--- config.mk ---
export PLATFORM = sky130hd
export DESIGN_NAME = notch_averaging_filter
export DESIGN_NICKNAME = d
export VERILOG_FILES = /design/src/hdl/naf_pkg.sv /design/src/hdl/notch_averaging_filter.sv /design/src/hdl/naf_divider.sv
export VERILOG_INCLUDE_DIRS = /design/src /design/src/hdl
export SDC_FILE = /design/constraint.sdc
export NUM_CORES = 2
export LEC_CHECK = 0
export BUFFER_PORTS_ARGS = -buffer_cell sky130_fd_sc_hd__buf_2
export CAP_MARGIN = 20
export CORE_MARGIN = 2
export CORE_UTILIZATION = 40
export CTS_CLUSTER_SIZE = 40
export DETAILED_ROUTE_END_ITERATION = 8
export PLACE_DENSITY = 0.66
export SYNTH_ARGS = -nofsm -noshare
export SYNTH_HDL_FRONTEND = slang
export SYNTH_SLANG_ARGS = --single-unit
--- constraint.sdc ---
create_clock -name clock -period 325.9 [get_ports clock]
set_input_delay 32.59 -clock clock [delete_from_list [all_inputs] [get_ports clock]]
set_output_delay 32.59 -clock clock [all_outputs]
set_load 0.1 [all_outputs]
--- src/hdl/naf_defines.svh ---
`ifndef NAF_DEFINES_SVH
`define NAF_DEFINES_SVH

// register byte offsets
`define NAF_CTRL_OFF 12'h000
`define NAF_NOTCH_OFF 12'h004
`define NAF_SETTLE_OFF 12'h008
`define NAF_STATUS_OFF 12'h00C
`define NAF_RESULT_OFF 12'h010
`define NAF_COUNT_OFF 12'h014
`define NAF_DURATION_OFF 12'h018
`define NAF_SETTLE_TOT_OFF 12'h01C
`define NAF_FILTER_TOT_OFF 12'h020
`define NAF_OTHER_TOT_OFF 12'h024
`define NAF_EFF_NOTCH_OFF 12'h028
`define NAF_RESULTS_OFF 12'h02C

// control and status fields
`define NAF_CTRL_START_BIT 0
`define NAF_CTRL_BRIDGE_BIT 1
`define NAF_STATUS_BUSY_BIT 0
`define NAF_STATUS_DONE_BIT 1
`define NAF_STATUS_SUB_LSB 2

// reset values
`define NAF_NOTCH_RESET 16'h0032
`define NAF_SETTLE_RESET 16'h0000

// timing
`define NAF_SAMPLE_RATE_HZ 31250
`define NAF_CLOCK_HZ 100000000
`define NAF_SETTLE_DEFAULT_US 450
`define NAF_US_CYCLES (`NAF_CLOCK_HZ / 1000000)
`define NAF_DEFAULT_SETTLE_CYCLES (`NAF_SETTLE_DEFAULT_US * `NAF_US_CYCLES)
`define NAF_OVERHEAD_CYCLES 16
`define NAF_BRIDGE_SUBS 4

`endif

--- src/hdl/naf_pkg.sv ---
package naf_pkg;
    typedef enum logic [2:0] {
        ST_IDLE,
        ST_SETTLE,
        ST_FILTER,
        ST_DIVIDE,
        ST_OVERHEAD
    } naf_state_t;

    typedef logic signed [23:0] naf_sample_t;
endpackage

--- src/hdl/notch_averaging_filter.sv ---
// The register offsets and register access over APB are this design's own decisions.
`timescale 1ns/1ps
`include "naf_defines.svh"

// What this block does
// - nulls at notch frequency and its multiples
// - filtering lasts one notch period
// - takes 31250 samples per second, averages blocks
// - sample count is rounded 31250 over notch
// - result time is settle plus filter plus divide plus overhead
// - zero settling parameter selects built-in default
// - bridge mode settles in each of four subs
module notch_averaging_filter (
    // clock and reset
    input wire logic clock,
    input wire logic rst_b,
    // apb slave
    input wire logic psel,
    input wire logic penable,
    input wire logic pwrite,
    input wire logic [11:0] paddr,
    input wire logic [31:0] pwdata,
    output logic [31:0] prdata,
    output logic pready,
    output logic pslverr,
    // converter sample stream
    input wire logic sampleValid,
    input wire logic signed [23:0] sampleData,
    // result stream
    output logic resultValid,
    output logic signed [31:0] resultData,
    output logic [1:0] resultSub
);
    naf_pkg::naf_state_t stateQ;
    logic [15:0] notchHzQ;
    logic [15:0] settleUsQ;
    logic bridgeQ;
    logic startQ;
    logic doneQ;
    logic [15:0] countQ;
    logic [15:0] takenQ;
    logic signed [39:0] accQ;
    logic [31:0] timerQ;
    logic [31:0] durationQ;
    logic [31:0] elapsedQ;
    logic [1:0] subQ;
    logic signed [31:0] lastResultQ;
    logic divStart;
    logic divDone;
    logic signed [31:0] divQuot;
    logic apbAccess;
    logic apbWrite;
    logic apbRead;
    logic [31:0] readMux;
    logic addrOk;
    logic measEnd;
    logic [31:0] settleTotQ;
    logic [31:0] filterTotQ;
    logic [31:0] otherTotQ;
    logic [15:0] effNotchQ;
    logic [15:0] resultCntQ;

    // rounded divide of the converter rate by the notch frequency
    function automatic logic [15:0] samples_for(input logic [15:0] hz);
        logic [31:0] rate;
        logic [31:0] den;
        rate = 32'(`NAF_SAMPLE_RATE_HZ);
        den = (hz == 16'h0) ? 32'h1 : {16'h0, hz};
        samples_for = 16'((rate + (den >> 1)) / den);
        if (samples_for == 16'h0) begin
            samples_for = 16'h1;
        end
    endfunction

    // settling interval in clock cycles
    function automatic logic [31:0] settle_cycles(input logic [15:0] us);
        if (us == 16'h0) begin
            settle_cycles = 32'(`NAF_DEFAULT_SETTLE_CYCLES);
        end else begin
            settle_cycles = {16'h0, us} * 32'(`NAF_US_CYCLES);
        end
    endfunction

    // true on the final sub-measurement of a run
    function automatic logic is_last_sub(input logic bridge, input logic [1:0] sub);
        is_last_sub = !bridge || sub == 2'(`NAF_BRIDGE_SUBS - 1);
    endfunction

    assign apbAccess = psel && penable;
    assign apbWrite = apbAccess && pwrite;
    assign apbRead = apbAccess && !pwrite;

    always_comb begin
        addrOk = 1'b1;
        readMux = 32'h0;
        case (paddr)
            `NAF_CTRL_OFF: readMux = {30'h0, bridgeQ, 1'b0};
            `NAF_NOTCH_OFF: readMux = {16'h0, notchHzQ};
            `NAF_SETTLE_OFF: readMux = {16'h0, settleUsQ};
            `NAF_STATUS_OFF: readMux = {28'h0, subQ, doneQ, stateQ != naf_pkg::ST_IDLE};
            `NAF_RESULT_OFF: readMux = lastResultQ;
            `NAF_COUNT_OFF: readMux = {16'h0, countQ};
            `NAF_DURATION_OFF: readMux = durationQ;
            `NAF_SETTLE_TOT_OFF: readMux = settleTotQ;
            `NAF_FILTER_TOT_OFF: readMux = filterTotQ;
            `NAF_OTHER_TOT_OFF: readMux = otherTotQ;
            `NAF_EFF_NOTCH_OFF: readMux = {16'h0, effNotchQ};
            `NAF_RESULTS_OFF: readMux = {16'h0, resultCntQ};
            default: addrOk = 1'b0;
        endcase
    end

    // bus answer: one wait state, pready on the second access cycle
    always_ff @(posedge clock) begin
        if (!rst_b) begin
            pready <= 1'b0;
            prdata <= 32'h0;
            pslverr <= 1'b0;
        end else begin
            pready <= apbAccess && !pready;
            pslverr <= apbAccess && !pready && !addrOk;
            // read data only stands in the answer cycle
            prdata <= (apbRead && !pready && addrOk) ? readMux : 32'h0;
        end
    end

    // configuration
    always_ff @(posedge clock) begin
        if (!rst_b) begin
            notchHzQ <= `NAF_NOTCH_RESET;
            settleUsQ <= `NAF_SETTLE_RESET;
            bridgeQ <= 1'b0;
            startQ <= 1'b0;
        end else begin
            startQ <= 1'b0;
            // setup is frozen while a run is busy
            if (apbWrite && pready && stateQ == naf_pkg::ST_IDLE) begin
                case (paddr)
                    `NAF_CTRL_OFF: begin
                        bridgeQ <= pwdata[`NAF_CTRL_BRIDGE_BIT];
                        startQ <= pwdata[`NAF_CTRL_START_BIT];
                    end
                    `NAF_NOTCH_OFF: notchHzQ <= pwdata[15:0];
                    `NAF_SETTLE_OFF: settleUsQ <= pwdata[15:0];
                    default: ;
                endcase
            end
        end
    end

    // done flag: a finishing measurement wins over a clearing status read
    always_ff @(posedge clock) begin
        if (!rst_b) begin
            doneQ <= 1'b0;
        end else if (measEnd) begin
            doneQ <= 1'b1;
        end else if (apbRead && pready && paddr == `NAF_STATUS_OFF) begin
            doneQ <= 1'b0;
        end
    end

    assign divStart = stateQ == naf_pkg::ST_FILTER && takenQ == countQ;
    assign measEnd = stateQ == naf_pkg::ST_OVERHEAD && timerQ <= 32'h1 &&
        is_last_sub(bridgeQ, subQ);

    // measurement sequence
    always_ff @(posedge clock) begin
        if (!rst_b) begin
            stateQ <= naf_pkg::ST_IDLE;
            countQ <= 16'h0;
            takenQ <= 16'h0;
            accQ <= 40'sh0;
            timerQ <= 32'h0;
            subQ <= 2'h0;
        end else begin
            case (stateQ)
                naf_pkg::ST_IDLE: begin
                    if (startQ) begin
                        countQ <= samples_for(notchHzQ);
                        subQ <= 2'h0;
                        timerQ <= settle_cycles(settleUsQ);
                        stateQ <= naf_pkg::ST_SETTLE;
                    end
                end
                naf_pkg::ST_SETTLE: begin
                    timerQ <= timerQ - 32'h1;
                    if (timerQ <= 32'h1) begin
                        // sum starts empty as the window opens
                        accQ <= 40'sh0;
                        takenQ <= 16'h0;
                        stateQ <= naf_pkg::ST_FILTER;
                    end
                end
                naf_pkg::ST_FILTER: begin
                    // window of count samples spans one notch period
                    if (divStart) begin
                        stateQ <= naf_pkg::ST_DIVIDE;
                    end else if (sampleValid) begin
                        accQ <= accQ + 40'(sampleData);
                        takenQ <= takenQ + 16'h1;
                    end
                end
                naf_pkg::ST_DIVIDE: begin
                    if (divDone) begin
                        timerQ <= 32'(`NAF_OVERHEAD_CYCLES);
                        stateQ <= naf_pkg::ST_OVERHEAD;
                    end
                end
                naf_pkg::ST_OVERHEAD: begin
                    timerQ <= timerQ - 32'h1;
                    if (timerQ <= 32'h1) begin
                        if (!is_last_sub(bridgeQ, subQ)) begin
                            subQ <= subQ + 2'h1;
                            timerQ <= settle_cycles(settleUsQ);
                            stateQ <= naf_pkg::ST_SETTLE;
                        end else begin
                            stateQ <= naf_pkg::ST_IDLE;
                        end
                    end
                end
                default: stateQ <= naf_pkg::ST_IDLE;
            endcase
        end
    end

    // duration of the last measurement in clock cycles
    always_ff @(posedge clock) begin
        if (!rst_b) begin
            elapsedQ <= 32'h0;
            durationQ <= 32'h0;
        end else if (stateQ == naf_pkg::ST_IDLE) begin
            elapsedQ <= 32'h0;
        end else begin
            elapsedQ <= elapsedQ + 32'h1;
            if (measEnd) begin
                durationQ <= elapsedQ + 32'h1;
            end
        end
    end

    // cycles spent settling, filtering, and in divide plus overhead together, over the last run
    always_ff @(posedge clock) begin
        if (!rst_b) begin
            settleTotQ <= 32'h0;
            filterTotQ <= 32'h0;
            otherTotQ <= 32'h0;
        end else if (stateQ == naf_pkg::ST_IDLE && startQ) begin
            settleTotQ <= 32'h0;
            filterTotQ <= 32'h0;
            otherTotQ <= 32'h0;
        end else begin
            case (stateQ)
                naf_pkg::ST_SETTLE: settleTotQ <= settleTotQ + 32'h1;
                naf_pkg::ST_FILTER: filterTotQ <= filterTotQ + 32'h1;
                naf_pkg::ST_DIVIDE: otherTotQ <= otherTotQ + 32'h1;
                naf_pkg::ST_OVERHEAD: otherTotQ <= otherTotQ + 32'h1;
                default: ;
            endcase
        end
    end

    // null actually reached with the rounded count
    always_ff @(posedge clock) begin
        if (!rst_b) begin
            effNotchQ <= 16'h0;
        end else if (stateQ == naf_pkg::ST_IDLE && startQ) begin
            effNotchQ <= samples_for(samples_for(notchHzQ));
        end
    end

    // results produced since reset, wraps
    always_ff @(posedge clock) begin
        if (!rst_b) begin
            resultCntQ <= 16'h0;
        end else if (divDone) begin
            resultCntQ <= resultCntQ + 16'h1;
        end
    end

    // boxcar mean gives nulls at rate/count and multiples
    naf_divider uDiv (
        .clock(clock),
        .rst_b(rst_b),
        .start(divStart),
        .dividend(accQ),
        .divisor(countQ),
        .done(divDone),
        .quotient(divQuot)
    );

    always_ff @(posedge clock) begin
        if (!rst_b) begin
            resultValid <= 1'b0;
            resultData <= 32'sh0;
            resultSub <= 2'h0;
            lastResultQ <= 32'sh0;
        end else begin
            resultValid <= divDone;
            if (divDone) begin
                resultData <= divQuot;
                resultSub <= subQ;
                lastResultQ <= divQuot;
            end
        end
    end
endmodule

--- src/hdl/naf_divider.sv ---
`timescale 1ns/1ps
// sequential signed-by-unsigned divider, rounds to nearest
module naf_divider (
    // clock and reset
    input wire logic clock,
    input wire logic rst_b,
    // request
    input wire logic start,
    input wire logic signed [39:0] dividend,
    input wire logic [15:0] divisor,
    // answer
    output logic done,
    output logic signed [31:0] quotient
);
    logic [39:0] remQ;
    logic [39:0] magQ;
    logic [39:0] quoQ;
    logic negQ;
    logic [5:0] bitQ;
    logic busyQ;
    logic [39:0] trial;

    always_comb begin
        trial = {remQ[38:0], magQ[39]};
    end

    always_ff @(posedge clock) begin
        if (!rst_b) begin
            remQ <= 40'h0;
            magQ <= 40'h0;
            quoQ <= 40'h0;
            negQ <= 1'b0;
            bitQ <= 6'h0;
            busyQ <= 1'b0;
            done <= 1'b0;
            quotient <= 32'h0;
        end else begin
            done <= 1'b0;
            if (start) begin
                negQ <= dividend[39];
                // add half divisor so the truncating divide rounds
                magQ <= (dividend[39] ? 40'(-dividend) : dividend) + 40'(divisor >> 1);
                remQ <= 40'h0;
                quoQ <= 40'h0;
                bitQ <= 6'h28;
                busyQ <= 1'b1;
            end else if (busyQ) begin
                magQ <= {magQ[38:0], 1'b0};
                if (trial >= {24'h0, divisor}) begin
                    remQ <= trial - {24'h0, divisor};
                    quoQ <= {quoQ[38:0], 1'b1};
                end else begin
                    remQ <= trial;
                    quoQ <= {quoQ[38:0], 1'b0};
                end
                bitQ <= bitQ - 6'h01;
                if (bitQ == 6'h01) begin
                    busyQ <= 1'b0;
                    done <= 1'b1;
                    quotient <= negQ ? 32'(-{quoQ[38:0], trial >= {24'h0, divisor}})
                                     : 32'({quoQ[38:0], trial >= {24'h0, divisor}});
                end
            end
        end
    end
endmodule

==> impl_metrics.tcl <==
set metrics [dict create \
    pin_count 143 \
    critical_path_arrival_ps 221750 \
    path_clk_slew_ps 60 \
    worstSkewPairLatency_ps 660 \
    setup_tns_ps 0 \
    r2r_slack_ps 104610 \
    async_flop_share 0 \
    nFillCells 18200 \
    min_path_cells 2 \
    vias 73100 \
    hold_end "timerQ[11]$_SDFFE_PN0P_" \
    synth.distinct_cells 138 \
    finalClockSkew_ps 70.4 \
    hold_viol_final 0 \
    r2r_start "notchHzQ[12]$_SDFFE_PN0P_" \
    numCtsBuffers 57 \
    portBuffers 126 \
    synth_edf_count 0 \
    nNetsFinal 10800 \
    core.rowCount 156 \
    die_w_um 432 \
    cts_tree "done" \
    drv_cap 0 \
    gp_congestion 0.976 \
    post_cts_resize_count 0 \
    ys_seq_area_frac 0.152 \
    critPathKind "flop to flop" \
    rsz0062_at_grt "no" \
    placed_cell_area_um2 76300 \
    ant_nets 0 \
    drc_errors 0 \
    syn2layout_area_growth_pct 7.40 \
    cts-hold-fix-buffers 0 \
    worst_pin_slew_ps 1140 \
    drtPass1Iterations 8 \
    antenna_found_initial 7 \
    fin_crit_ps 221290 \
    start_util 0.404 \
    crit_required_ps 326360 \
    r2r_end "effNotchQ[0]$_SDFFE_PN0P_" \
    rr_worst_depth 986 \
    max_freq_mhz 4.52 \
    final_cell_area_um2 78500 \
    slowest_stage "a2111oi_0" \
    wl_per_cell_um 18.3 \
    grt_pass1_vias 69400 \
    layout_setup_ws_ps 104610 \
    setup_viol 0 \
    syn_inst 9813 \
    post-cts-setup-buffer-count 0 \
    cts_sinks 556 \
    min-delay-start "timerQ[11]$_SDFFE_PN0P_" \
    yosysMostFrequentCell "nor2_1" \
    crit_path_end_kind "flop" \
    ys_seq_elements 556 \
    path_max_fanout 51 \
    crit_top_cell "o21a_1" \
    cts-htree-levels 2 \
    synth_top_area_cell "ha_1" \
    grt_overflow_total 0 \
    synth_top_area_share 0.160 \
    yosysWarnings 0 \
    grt_max_degree 113 \
    pre_cts_slack_ps 107870 \
    core_region_area_um2 181000 \
    viasPerCell 5.99 \
    synth_common_cells "1190 x nor2_1, 937 x ha_1, 839 x nand2_1, 632 x a21oi_1, 563 x nor3_1" \
    cts_buffer_depth 3 \
    utilization 0.434 \
    root_buffer "clkbuf_16" \
    crit_path_start_kind "flop" \
    min_period_over_period 0.679 \
    slew_viol_final 0 \
    worstHoldPathType "flop to flop" \
    grt_pass1_wl_mm 360 \
    synth_ff_type "dfxtp_1" \
    status "completed" \
    slew_headroom 0.240 \
    die_h_um 432 \
    synth_area_leaders "ha_1 16%, dfxtp_1 15%, nor2_1 6.1%" \
    syn-cell-area_um2 73100 \
    totalWireLength_mm 224 \
    drive_above_1_share 0.0749 \
    max_stage_delay_ps 980 \
    hpwl_mm 173 \
    avgSynthCellArea_um2 7.45 \
    die-area_um2 186000 \
    drt_iter0_drc 5184 \
    grt_use_total 0.230 \
]
critical path: cells and delay by family, from the launching register on:
kind	cells	cell delay, ps
AO/OA/AOI/OAI	538	118360
AND/OR/NAND/NOR	218	43470
adder cells (fa/ha/maj)	58	18540
buffers and inverters	57	12920
multiplexers	8	2740
flip-flops	1	510
cell usage in the layout, fill, tap and decap left out, types with 104 or more instances in the layout:
master and count:
nor3_1 559, nand3_1 187, inv_1 311, a21oi_1 631
nand4_1 104, xor2_1 311, o21a_1 503, mux2i_1 159
nand2b_1 117, mux2_2 145, o31ai_1 293, a21o_1 178
nor2_1 1182, nand2_1 836, xnor2_1 355, buf_2 127
dfxtp_1 554, a211oi_1 170, o21ai_0 319, ha_1 937
buf_4 110
registers in the layout, indices dropped and copies added (netlist names), 31 cells and up:
register	count
elapsedQ	32
uDiv.remQ	39
settleTotQ	32
lastResultQ	32
timerQ	32
uDiv.quotient	32
durationQ	32
filterTotQ	32
uDiv.magQ	40
accQ	40
prdata	32
otherTotQ	32
uDiv.quoQ	31
logic make-up (layout without fill, tap and decap cells):
family | count (synthesis) | count (layout) | share of synthesized area
fa+ha+maj | 952 | 952 | 0.164
other cells | 1 | 38 | 0.0000513
simple gates | 3705 | 3705 | 0.242
mux | 314 | 314 | 0.0460
flops | 556 | 556 | 0.152
xor+xnor | 668 | 668 | 0.0802
buf+inv | 686 | 672 | 0.0375
compound gates | 2931 | 2931 | 0.278
how the worst max path moves through the flow:
stage                                   start                         to  depth (start not counted)
global placement    notchHzQ[12]$_SDFFE_PN0P_  effNotchQ[0]$_SDFFE_PN0P_                       1190
detailed placement  notchHzQ[12]$_SDFFE_PN0P_  effNotchQ[0]$_SDFFE_PN0P_                        901
CTS                 notchHzQ[12]$_SDFFE_PN0P_  effNotchQ[0]$_SDFFE_PN0P_                        879
floorplan           notchHzQ[15]$_SDFFE_PN0P_  effNotchQ[0]$_SDFFE_PN0P_                       1189
global route        notchHzQ[12]$_SDFFE_PN0P_  effNotchQ[0]$_SDFFE_PN0P_                        878
finish              notchHzQ[12]$_SDFFE_PN0P_  effNotchQ[0]$_SDFFE_PN0P_                        879
stage by stage:
stage / std cells / hold WS [ps]
after floorplan: 9844 / 430
after global placement: 12100 / 451
after detailed placement: 12100 / 447
after CTS: 12200 / 456
after global routing: 12200 / 484
final: 12200 / 456
area by class of cell:
type / count / area (µm²) / share of cell area
clock inverter: 33 / 524 / 0.00667
tap: 2370 / 2970 / 0.0378
inverter: 325 / 1230 / 0.0157
sequential: 556 / 11100 / 0.142
clock buffer: 73 / 1630 / 0.0207
timing repair buffer: 241 / 1520 / 0.0194
multi-input combinational: 8602 / 59500 / 0.758
antenna: 6 / 15.0 / 0.000191
per-layer routing:
metal / share of wire / wire [µm] / GRT usage / up-vias
met4: 0.054 / 12100 / 0.116 / 0
met5: 0 / 0 / 0 / -
met1: 0.45 / 99900 / 0.295 / 34500
li1: - / - / - / 36400
met2: 0.46 / 102000 / 0.387 / 1800
met3: 0.043 / 9710 / 0.0182 / 441
Power is not shown: default switching activity piles up to over one toggle a cycle in this logic, so the estimate is an artifact.
